$ cat src/iso_split_pkg.sv
package iso_split_pkg;

  // Positions inside descriptor quad word 0 (DW1:DW0)
  localparam int HUB_ADDR_LSB = 57;
  localparam int HUB_ADDR_W = 7;
  localparam int PORT_NUM_LSB = 50;
  localparam int PORT_NUM_W = 7;
  localparam int SPLIT_SEL_BIT = 46;
  localparam int TRANSFER_TYPE_LSB = 44;
  localparam int TRANSFER_TYPE_W = 2;
  localparam int TOKEN_LSB = 42;
  localparam int TOKEN_W = 2;
  localparam int DEV_ADDR_LSB = 35;
  localparam int DEV_ADDR_W = 7;
  localparam int EP_HI_LSB = 32;
  localparam int EP_HI_W = 3;
  localparam int EP_LO_BIT = 31;
  localparam int BPS_LSB = 18;
  localparam int BPS_W = 11;
  localparam int TOTAL_LSB = 3;
  localparam int TOTAL_W = 15;
  localparam int VALID_BIT = 0;

  // Positions inside descriptor quad word 1 (DW3:DW2)
  localparam int FRAME_SEL_LSB = 3;
  localparam int FRAME_SEL_W = 5;
  localparam int BUF_ADDR_LSB = 8;
  localparam int BUF_ADDR_W = 16;

  localparam int UFRAME_W = 3;
  localparam int UFRAME_MASK_W = 8;

  localparam logic [1:0] TOKEN_CODE_OUT = 2'h0;
  localparam logic [1:0] TOKEN_CODE_IN = 2'h1;
  localparam logic [1:0] TRANSFER_TYPE_ISO = 2'h1;

  typedef enum logic [1:0] {
    TOKEN_OUT = 2'b00,
    TOKEN_IN = 2'b01
  } token_t;

  typedef enum logic [1:0] {
    ST_IDLE = 2'b00,
    ST_WAIT_USOF = 2'b01,
    ST_WAIT_DONE = 2'b10
  } sched_state_t;

  typedef struct packed {
    logic [HUB_ADDR_W-1:0] translator_hub_addr;
    logic [PORT_NUM_W-1:0] translator_port_num;
    logic split_sel;
    token_t token;
    logic [DEV_ADDR_W-1:0] dev_addr;
    logic [EP_HI_W:0] endpoint_num;
    logic [BPS_W-1:0] xfer_len;
    logic [BUF_ADDR_W-1:0] buffer_start_addr;
  } split_token_t;

  typedef struct packed {
    sched_state_t st;
    split_token_t tok;
    logic [BPS_W-1:0] bytes_per_start_split;
    logic [TOTAL_W-1:0] total_byte_count;
    logic [FRAME_SEL_W-1:0] frame_sel;
    logic [UFRAME_MASK_W-1:0] start_split_uframe_mask;
    logic [UFRAME_W-1:0] active_uframe;
    logic valid;
    logic split_req;
    logic hs_req;
    logic valid_clear;
    logic desc_reject;
  } ctl_t;

  localparam ctl_t CTL_RESET = '0;

endpackage

$ cat src/bit_field.sv
`timescale 1ns/1ps
module bit_field #(
  parameter int LSB = 0,
  parameter int W = 1
) (
  input wire logic [63:0] word_i,
  output logic [W-1:0] field_o
);
  assign field_o = word_i[LSB +: W];
endmodule

$ cat src/split_chunk.sv
`timescale 1ns/1ps
module split_chunk #(
  parameter int REM_W = 15,
  parameter int LEN_W = 11
) (
  input wire logic [REM_W-1:0] remaining_i,
  input wire logic [LEN_W-1:0] limit_i,
  output logic [LEN_W-1:0] chunk_o
);
  logic [REM_W-1:0] limit_ext;
  assign limit_ext = {{(REM_W-LEN_W){1'b0}}, limit_i};
  // Never more than the translator accepts per start split
  assign chunk_o = (remaining_i < limit_ext) ? remaining_i[LEN_W-1:0] : limit_i;
endmodule

$ cat src/iso_split_descriptor_fields.sv
`timescale 1ns/1ps
module iso_split_descriptor_fields (
  input wire logic clk_sys_i,
  input wire logic reset_n_i,
  input wire logic desc_load_i,
  input wire logic [63:0] desc_qw0_i,
  input wire logic [63:0] desc_qw1_i,
  input wire logic [iso_split_pkg::UFRAME_MASK_W-1:0] start_split_uframe_mask_i,
  input wire logic usof_i,
  input wire logic [iso_split_pkg::FRAME_SEL_W-1:0] bus_frame_num_i,
  input wire logic [iso_split_pkg::UFRAME_W-1:0] bus_uframe_i,
  input wire logic xfer_done_i,
  input wire logic [iso_split_pkg::BPS_W-1:0] bytes_moved_i,
  input wire logic fatal_err_i,
  output iso_split_pkg::split_token_t token_o,
  output logic split_req_o,
  output logic hs_req_o,
  output logic desc_valid_o,
  output logic valid_clear_o,
  output logic desc_reject_o,
  output logic [iso_split_pkg::UFRAME_MASK_W-1:0] start_split_uframe_mask_o,
  output logic [iso_split_pkg::TOTAL_W-1:0] total_byte_count_o
);
  import iso_split_pkg::*;

  ctl_t q;
  ctl_t d;

  logic [HUB_ADDR_W-1:0] f_hub;
  logic [PORT_NUM_W-1:0] f_port;
  logic [TRANSFER_TYPE_W-1:0] f_type;
  logic [TOKEN_W-1:0] f_token;
  logic [DEV_ADDR_W-1:0] f_dev;
  logic [EP_HI_W-1:0] f_ep_hi;
  logic [BPS_W-1:0] f_bps;
  logic [TOTAL_W-1:0] f_total;
  logic [FRAME_SEL_W-1:0] f_frame;
  logic [BUF_ADDR_W-1:0] f_buf;
  logic [BPS_W-1:0] chunk;

  bit_field #(.LSB(HUB_ADDR_LSB), .W(HUB_ADDR_W)) u_hub (
    .word_i(desc_qw0_i),
    .field_o(f_hub)
  );
  bit_field #(.LSB(PORT_NUM_LSB), .W(PORT_NUM_W)) u_port (
    .word_i(desc_qw0_i),
    .field_o(f_port)
  );
  bit_field #(.LSB(TRANSFER_TYPE_LSB), .W(TRANSFER_TYPE_W)) u_type (
    .word_i(desc_qw0_i),
    .field_o(f_type)
  );
  bit_field #(.LSB(TOKEN_LSB), .W(TOKEN_W)) u_token (
    .word_i(desc_qw0_i),
    .field_o(f_token)
  );
  bit_field #(.LSB(DEV_ADDR_LSB), .W(DEV_ADDR_W)) u_dev (
    .word_i(desc_qw0_i),
    .field_o(f_dev)
  );
  bit_field #(.LSB(EP_HI_LSB), .W(EP_HI_W)) u_ep_hi (
    .word_i(desc_qw0_i),
    .field_o(f_ep_hi)
  );
  bit_field #(.LSB(BPS_LSB), .W(BPS_W)) u_bps (
    .word_i(desc_qw0_i),
    .field_o(f_bps)
  );
  bit_field #(.LSB(TOTAL_LSB), .W(TOTAL_W)) u_total (
    .word_i(desc_qw0_i),
    .field_o(f_total)
  );
  bit_field #(.LSB(FRAME_SEL_LSB), .W(FRAME_SEL_W)) u_frame (
    .word_i(desc_qw1_i),
    .field_o(f_frame)
  );
  bit_field #(.LSB(BUF_ADDR_LSB), .W(BUF_ADDR_W)) u_buf (
    .word_i(desc_qw1_i),
    .field_o(f_buf)
  );

  split_chunk #(.REM_W(TOTAL_W), .LEN_W(BPS_W)) u_chunk (
    .remaining_i(q.total_byte_count),
    .limit_i(q.bytes_per_start_split),
    .chunk_o(chunk)
  );

  logic token_ok;
  logic usof_hit;
  logic [TOTAL_W-1:0] moved_ext;
  logic [TOTAL_W-1:0] rem_next;
  logic [UFRAME_MASK_W-1:0] mask_next;
  logic [BUF_ADDR_W-1:0] moved_addr;

  // Codes above IN are not defined for this format
  assign token_ok = (f_token == TOKEN_CODE_OUT) || (f_token == TOKEN_CODE_IN);
  // Software owns the type field; a non-isochronous type is taken as a bad descriptor
  // since this format cannot carry it
  logic type_ok;
  assign type_ok = (f_type == TRANSFER_TYPE_ISO);

  // Frame match on bits 7..3 only; the microframe comes from the mask
  assign usof_hit = usof_i && (bus_frame_num_i == q.frame_sel)
                    && q.start_split_uframe_mask[bus_uframe_i];
  assign moved_ext = {{(TOTAL_W-BPS_W){1'b0}}, bytes_moved_i};
  assign moved_addr = {{(BUF_ADDR_W-BPS_W){1'b0}}, bytes_moved_i};
  // An overlong report is clamped so the count never wraps
  assign rem_next = (moved_ext >= q.total_byte_count) ? '0
                  : q.total_byte_count - moved_ext;

  always_comb begin
    mask_next = q.start_split_uframe_mask;
    mask_next[q.active_uframe] = 1'b0;
  end

  always_comb begin
    d = q;
    d.split_req = 1'b0;
    d.hs_req = 1'b0;
    d.valid_clear = 1'b0;
    d.desc_reject = 1'b0;
    case (q.st)
      ST_IDLE: begin
        if (desc_load_i && desc_qw0_i[VALID_BIT]) begin
          d.tok.translator_hub_addr = f_hub;
          d.tok.translator_port_num = f_port;
          d.tok.split_sel = desc_qw0_i[SPLIT_SEL_BIT];
          d.tok.token = token_t'(f_token);
          d.tok.dev_addr = f_dev;
          d.tok.endpoint_num = {f_ep_hi, desc_qw0_i[EP_LO_BIT]};
          d.tok.buffer_start_addr = f_buf;
          d.tok.xfer_len = '0;
          d.bytes_per_start_split = f_bps;
          d.total_byte_count = f_total;
          d.frame_sel = f_frame;
          d.start_split_uframe_mask = start_split_uframe_mask_i;
          d.active_uframe = '0;
          if (!token_ok || !type_ok) begin
            // Bad descriptor: hand it straight back as finished
            d.desc_reject = 1'b1;
            d.valid_clear = 1'b1;
            d.valid = 1'b0;
          end else if ((f_total == '0) || (start_split_uframe_mask_i == '0)) begin
            // Nothing to move or nowhere to move it
            d.valid_clear = 1'b1;
            d.valid = 1'b0;
          end else begin
            d.valid = 1'b1;
            d.st = ST_WAIT_USOF;
          end
        end
      end
      ST_WAIT_USOF: begin
        if (fatal_err_i) begin
          d.valid = 1'b0;
          d.valid_clear = 1'b1;
          d.st = ST_IDLE;
        end else if (usof_hit) begin
          d.active_uframe = bus_uframe_i;
          d.tok.xfer_len = chunk;
          // Split through the translator or plain high-speed transaction
          d.split_req = q.tok.split_sel;
          d.hs_req = !q.tok.split_sel;
          d.st = ST_WAIT_DONE;
        end
      end
      ST_WAIT_DONE: begin
        if (fatal_err_i) begin
          d.valid = 1'b0;
          d.valid_clear = 1'b1;
          d.st = ST_IDLE;
        end else if (xfer_done_i) begin
          d.total_byte_count = rem_next;
          // Payload lives in the internal buffer, so the address steps with the bytes
          d.tok.buffer_start_addr = q.tok.buffer_start_addr + moved_addr;
          d.start_split_uframe_mask = mask_next;
          if ((rem_next == '0) || (mask_next == '0)) begin
            d.valid = 1'b0;
            d.valid_clear = 1'b1;
            d.st = ST_IDLE;
          end else begin
            d.st = ST_WAIT_USOF;
          end
        end
      end
      default: begin
        d = CTL_RESET;
      end
    endcase
  end

  always_ff @(posedge clk_sys_i) begin
    if (!reset_n_i) begin
      q <= CTL_RESET;
    end else begin
      q <= d;
    end
  end

  assign token_o = q.tok;
  assign split_req_o = q.split_req;
  assign hs_req_o = q.hs_req;
  assign desc_valid_o = q.valid;
  assign valid_clear_o = q.valid_clear;
  assign desc_reject_o = q.desc_reject;
  assign start_split_uframe_mask_o = q.start_split_uframe_mask;
  assign total_byte_count_o = q.total_byte_count;

endmodule

$ cat config.mk
export PLATFORM = sky130hd
export DESIGN_NAME = iso_split_descriptor_fields
export DESIGN_NICKNAME = d
export VERILOG_FILES = /design/src/iso_split_pkg.sv /design/src/bit_field.sv /design/src/split_chunk.sv /design/src/iso_split_descriptor_fields.sv
export SDC_FILE = /design/constraint.sdc
export NUM_CORES = 1
export LEC_CHECK = 0
export BUFFER_PORTS_ARGS = -buffer_cell sky130_fd_sc_hd__buf_2
export CAP_MARGIN = 0
export CORE_MARGIN = 3
export CORE_UTILIZATION = 52
export CTS_BUF_LIST = sky130_fd_sc_hd__clkbuf_2 sky130_fd_sc_hd__clkbuf_4 sky130_fd_sc_hd__clkbuf_8
export CTS_CLUSTER_SIZE = 24
export DETAILED_ROUTE_END_ITERATION = 16
export PLACE_DENSITY = 0.92
export SETUP_SLACK_MARGIN = 0.05
export SYNTH_ARGS = -nofsm -noshare
export SYNTH_HDL_FRONTEND = slang
export SYNTH_SLANG_ARGS = --single-unit
$ cat constraint.sdc
create_clock -name clk_sys_i -period 3.65 [get_ports clk_sys_i]
set_clock_uncertainty 0.2 [all_clocks]
set_input_delay 0.5475 -clock clk_sys_i [delete_from_list [all_inputs] [get_ports clk_sys_i]]
set_output_delay 0.5475 -clock clk_sys_i [all_outputs]
set_load 0.02 [all_outputs]
# After elaboration in Yosys (flattened, before gate mapping)
# Index checks and enable logic that the tools add are counted.
[word_totals]
word_cells = 123
in_bits = 161
register_bits = 104
out_inout_bits = 83
[op_classes]
addsub = 2
order_cmp = 5
n_reduce_logical = 25
eq_ne = 16
bitwise_logic = 7
mux = 49
[ops]
columns = ["op", "n"]
rows = [
  ["100-bit 2-to-1 mux", 1],
  ["28-bit one-hot mux with 2 select lines", 1],
  ["16-bit one-hot mux with 3 select lines", 1],
  ["15-bit 2-to-1 mux", 3],
  ["15-bit one-hot mux with 3 select lines", 1],
  ["11-bit 2-to-1 mux", 3],
  ["11-bit one-hot mux with 3 select lines", 1],
  ["16-bit 2-to-1 mux", 2],
  ["15-bit logical NOT", 2],
  ["8-bit one-hot mux with 3 select lines", 1],
  ["11-bit one-hot mux with 2 select lines", 1],
  ["16-bit by 11-bit adder with 16-bit output", 1],
  ["8-bit logical NOT", 2],
  ["1-bit 2-to-1 mux", 16],
  ["8-bit 2-to-1 mux", 2],
  ["2-bit != test (second input constant)", 8],
  ["11-bit by 15-bit greater-or-equal comparator with 1-bit output", 1],
  ["15-bit by 11-bit < comparator with 1-bit output", 1],
  ["15-bit by 11-bit subtractor with 15-bit output", 1],
  ["2-bit 2-to-1 mux", 7],
  ["4-bit AND reduction", 3],
  ["5-bit one-hot mux with 2 select lines", 1],
  ["3-bit != test (second input constant)", 3],
  ["3-bit one-hot mux with 3 select lines", 1],
  ["22 further kinds", 40],
]

# Depth between registers and ports, before layout
[logic_depth]
ltp_word = 12
mapped_depth = 13

# Cells and area by module
# From an unflattened synthesis, not the netlist that was laid out.
[hier_totals]
cells_unflattened = 1028
hier_area_um2 = 7816.2
[modules_own_cells]
columns = ["module", "instances", "cells_each", "seq_area_each_um2", "area_per_inst_um2"]
rows = [
  ["iso_split_descriptor_fields", 1, 853, 2082.0, 6503.7],
  ["split_chunk", 1, 100, 0.0, 749.5],
  ["bit_field (u_dev ...)", 3, 7, 0.0, 52.6],
  ["bit_field (u_buf)", 1, 16, 0.0, 120.1],
  ["bit_field (u_total)", 1, 15, 0.0, 112.6],
  ["bit_field (u_bps)", 1, 11, 0.0, 82.6],
  ["bit_field (u_frame)", 1, 5, 0.0, 37.5],
  ["bit_field (u_token ...)", 2, 2, 0.0, 15.0],
  ["bit_field (u_ep_hi)", 1, 3, 0.0, 22.5],
]

# Worst setup path before layout
# No wires, ideal clock.
[synth_path]
kind = "input to register"
startpoint = "input bytes_moved_i[0] in the netlist's numbering"
endpoint = "register q, in the netlist token_o[12]"
setup_slack_ps = 574
cell_stages = 11
setup_time_ps = 131
arrival_time_ps = 2745
cell_sequence = "ha_1 fa_1 a21o_1 a21oi_1 o21bai_1 a2111o_1 nand3_1 o22ai_1 o21ai_0 mux2i_1 o22ai_1"
[synth_between]
elab_chain_len = 4
[synth_lines]
columns = ["element", "line", "rtl"]
rows = [
  ["start, declared", "iso_split_descriptor_fields.sv:13", "input wire logic [iso_split_pkg::BPS_W-1:0] bytes_moved_i,"],
  ["16-bit by 11-bit adder with 16-bit output", "iso_split_descriptor_fields.sv:175", "d.tok.buffer_start_addr = q.tok.buffer_start_addr + moved_addr;"],
  ["16-bit 2-to-1 mux", "iso_split_descriptor_fields.sv:172", "end else if (xfer_done_i) begin"],
  ["16-bit 2-to-1 mux", "iso_split_descriptor_fields.sv:168", "if (fatal_err_i) begin"],
  ["16-bit one-hot mux with 3 select lines", "iso_split_descriptor_fields.sv:122", "case (q.st)"],
  ["end signal, assigned", "iso_split_descriptor_fields.sv:194", "q <= CTL_RESET;"],
  ["end signal, assigned", "iso_split_descriptor_fields.sv:196", "q <= d;"],
  ["end, declared", "iso_split_descriptor_fields.sv:26", "ctl_t q;"],
]
# No other way between the ends. The select of a mux whose other input is x is not followed.
# A chain may end at the register's enable or synchronous reset.

# Final worst setup path
[layout_path]
startpoint = "register q, in the netlist total_byte_count_o[0]"
endpoint = "register q, in the netlist desc_valid_o"
[layout_between]
elab_chain_len = 6
elab_cells_between_ends = 7
[layout_lines]
columns = ["element", "line", "rtl"]
rows = [
  ["15-bit by 11-bit subtractor with 15-bit output / 11-bit by 15-bit greater-or-equal comparator with 1-bit output (equally long branches)", "iso_split_descriptor_fields.sv:109, iso_split_descriptor_fields.sv:108", ""],
  ["15-bit 2-to-1 mux *", "iso_split_descriptor_fields.sv:108", "assign rem_next = (moved_ext >= q.total_byte_count) ? '0"],
  ["15-bit logical NOT *", "iso_split_descriptor_fields.sv:177", "if ((rem_next == '0) || (mask_next == '0)) begin"],
  ["1-bit logical OR *", "iso_split_descriptor_fields.sv:177", ""],
  ["3-bit != test (no line) *", "-", ""],
  ["4-bit AND reduction (no line) *", "-", ""],
]
# Mark *: on every way between the ends. The rest lies on a longest branch, timed or not.

==> metrics.md <==
| Metric | Value |
|---|---|
| Status | completed |
| First-pass GRT wire length | 31200 um |
| Async SR Flop Fraction | 0 |
| Remaining DRCs | 0 |
| Clock power share | 0.253 |
| Vias in the first global route | 6286 |
| Die Y | 120 um |
| Sw power | 1.08 mW |
| Num rows | 41 |
| Hold Crit Depth | 3 |
| DR pass1 iterations | 5 |
| Relative slew slack | 0.407 |
| P&R area growth vs syn | 12.0% |
| Slowest CP cell | fa_1 |
| Synthesis-stage register bit count | 104 |
| Crit path max fanout | 3 |
| Sequential Power Share | 0.434 |
| Die W | 120 um |
| Power Total | 2.91 mW |
| Cell Pwr Density | 382 mW/mm2 |
| Combinational share of power | 0.313 |
| H-tree Lvls | 3 |
| DP Wirelength | 15100 um |
| Cell Area, Placed | 0.00742 mm2 |
| Final Hold Viols | 0 |
| Hold Buf Count CTS | 0 |
| Die area | 0.0145 mm2 |
| Post-synthesis cell area | 0.00681 mm2 |
| GR Util All Layers | 0.266 |
| Critical R2R Capture | desc_valid_o |
| Post-route minimum period | 3.33 ns |
| Finished Core Util | 0.600 |
| EDFF count, synth | 0 |
| RR Startpoint | total_byte_count_o[0] |
| Final RePlAce weighted congestion | 0.946 |
| Root Driver | clkbuf_8 |
| Fin Setup TNS | 0 ns |
| Postcts setup bufs | 0 |
| DR vias/cell | 5.83 |
| I/O Buffers | 193 |
| Cells along the critical path | inv_1, ha_1, fa_1, nand2b_1, a21oi_1, buf_4, o22ai_1, mux2i_1, o2111ai_1, o31ai_1, buf_4, a21oi_1, o311ai_1, o41ai_1 |
| Critical Path RT | 3.73 ns |
| Final Max Tran Viols | 0 |
| CP Launch Point | total_byte_count_o[0] |
| Avg WL per Cell | 16.8 um |
| Largest net degree at the start of global routing | 80 |
| Routed via count | 6902 |
| CTS Buffer Depth | 2 |
| Hold Startpoint | start_split_uframe_mask_i[2] |
| Crit Path Class | reg2reg |
| IO Count | 244 |
| Critical path launch point type | flip-flop |
| Final setup violation count | 0 |
| FMAX | 300 MHz |
| Initial antenna violation count | 2 |
| Slowest stage delay, CP | 0.40 ns |
| GRT overflow | 0 |
| Register area share after synthesis | 0.306 |
| Synth warnings | 0 |
| Final Cycle Share | 0.913 |
| WL final | 19900 um |
| Clock slew seen by the registers of the worst setup and hold paths | 0.12 ns |
| Final Net Count | 1205 |
| Max cap viols | 0 |
| Worst Hold Endpoint | start_split_uframe_mask_o[2] |
| Initial DRC count | 605 |
| Syn nets | 1104 |
| RSZ-0062 raised after global routing | no |
| CTS Buf Count | 9 |
| Worst vdd ir | 277 uV |
| Share of post-route cells with drive strength above 1 | 0.251 |
| Worst-margin pin slew | 0.881 ns |
| Worst hold slack | 0.188 ns |
| DRT antenna net count | 0 |
| Post-route cell area | 0.00763 mm2 |
| Crit. End Element | flip-flop |
| Sw Ratio | 0.370 |
| Post-cts resize count | 0 |
| Synth cell types | 67 |
| Hold/Removal Path Class | in2reg |
| Worst EP arrival | 3.41 ns |
| Worst skew pair latency | 0.40 ns |
| Syn Inst Count | 904 |
| CTS tree | yes |
| Clock Sinks | 104 |
| Path depth of the worst reg2reg path | 14 |
| Initial Util | 0.535 |
| Leakage | 3.44 nW |
| CORE AREA | 0.0127 mm2 |
| Int Pwr | 1.84 mW |
| Ys flop type | dfxtp_1 |
| Reg2Reg Setup Slack | 0.32 ns |
| Synth Area per Inst | 7.53 um2 |
synthesized netlist by cell type, types with 2 or more instances:
| library cell | n | area share |
|---|---|---|
| nor2_1 | 77 | 0.042 |
| o21bai_1 | 3 | 0.0033 |
| xnor2_1 | 13 | 0.017 |
| a21boi_0 | 2 | 0.0022 |
| inv_1 | 44 | 0.024 |
| nor2b_1 | 2 | 0.0018 |
| fa_1 | 2 | 0.0059 |
| and3_1 | 7 | 0.0064 |
| nand4_1 | 7 | 0.0064 |
| a22oi_1 | 7 | 0.0077 |
| buf_1 | 2 | 0.0011 |
| o211ai_1 | 7 | 0.0077 |
| a32o_1 | 3 | 0.0044 |
| a31oi_1 | 7 | 0.0064 |
| o21ai_1 | 2 | 0.0015 |
| mux2_2 | 3 | 0.0050 |
| o21ai_0 | 54 | 0.040 |
| o22ai_1 | 6 | 0.0055 |
| or2_2 | 3 | 0.0028 |
| nand2_1 | 98 | 0.054 |
| a21oi_1 | 86 | 0.063 |
| a211oi_1 | 7 | 0.0077 |
| mux4_2 | 2 | 0.0066 |
| or3_1 | 4 | 0.0037 |
| clkbuf_1 | 44 | 0.024 |
| mux2i_1 | 4 | 0.0059 |
| o31ai_1 | 5 | 0.0055 |
| nor4_1 | 12 | 0.011 |
| buf_4 | 79 | 0.087 |
| o21a_1 | 5 | 0.0055 |
| nor3_1 | 24 | 0.018 |
| nand2b_1 | 12 | 0.011 |
| nand3_1 | 61 | 0.045 |
| o41ai_1 | 2 | 0.0026 |
| ha_1 | 37 | 0.068 |
| buf_2 | 4 | 0.0029 |
| dfxtp_1 | 104 | 0.31 |
| xor2_1 | 9 | 0.012 |
| a311o_1 | 2 | 0.0029 |
| a21o_1 | 7 | 0.0077 |
| a221oi_1 | 17 | 0.022 |
| and2_1 | 3 | 0.0028 |
registers in the layout, indices dropped and copies added (netlist names):
name / flops
total_byte_count_o: 15
split_req_o: 1
hs_req_o: 1
valid_clear_o: 1
q: 21
desc_reject_o: 1
token_o: 55
start_split_uframe_mask_o: 8
desc_valid_o: 1
stage by stage:
step                      cells  setup slack [ns]
after floorplan             904             0.574
after global placement     1166             0.167
after detailed placement   1166             0.126
after CTS                  1182             0.355
after global routing       1184             0.137
final                      1184             0.317
worst max-delay path by stage:
stage / to / slack (ns)
after detailed placement: desc_valid_o / 0.13
after global routing: desc_valid_o / 0.14
after global placement: desc_valid_o / 0.17
after floorplan: token_o[12] / 0.57
after CTS: desc_valid_o / 0.35
final: desc_valid_o / 0.32
cells in the final DEF, fill, tap and decap left out, drive strengths merged, types with 3 or more instances in the layout:
cell type / instances
buf: 221
dfxtp: 104
nand2: 98
a21oi: 86
nor2: 77
nand3: 62
o21ai: 57
inv: 48
ha: 37
nor3: 24
a221oi: 17
xnor2: 13
nand2b: 12
nor4: 12
xor2: 9
clkbuf: 9
a31oi: 8
and3: 7
nand4: 7
a22oi: 7
a21o: 7
o211ai: 7
a211oi: 7
o22ai: 6
o21a: 5
o31ai: 5
mux2i: 4
or3: 4
clkinv: 4
and2: 3
a32o: 3
or2: 3
mux2: 3
o21bai: 3
a21boi: 3
power by group through the flow:
stage                     registers [mW]  logic (mW)  clock network, mW
after floorplan                     1.27       0.672                  0
after global placement              1.28       0.874                  0
after detailed placement            1.29       0.894                  0
after CTS                           1.26       0.898              0.748
after global routing                1.27       0.998              0.799
final                               1.26       0.912              0.738
metal layers:
layer,wire length [um],share of wire,track usage
met1,8220,0.41,0.353
met2,9190,0.46,0.425
met3,1900,0.095,0.0571
met4,636,0.032,0.105
met5,0,0,0
area by class of cell:
cell class	count	area, um2
antenna	2	5.00
fill	1166	5090
timing repair buffer	221	1180
clock inverter	7	77.6
multi-input combinational	624	3780
inverter	45	169
tap	172	215
sequential	104	2080
clock buffer	9	124
logic make-up after synthesis:
family / count (synthesis) / synth area share
buffers and inverters: 176 / 0.143
DFF: 104 / 0.306
muxes: 9 / 0.0175
adders and majority gates: 39 / 0.0739
AOI/OAI and AO/OA: 239 / 0.221
xor gates and xnor gates: 22 / 0.0283
and+or+nand+nor: 315 / 0.211
worst max-delay path: cells and delay by family (launching register included):
kind	cells	cell delay, ns
simple gates	1	0.17
buf+inv	3	0.40
mux	1	0.25
fa+ha+maj	2	0.59
compound gates	7	1.21
flops	1	0.39
(Power assumes the default switching activity.)
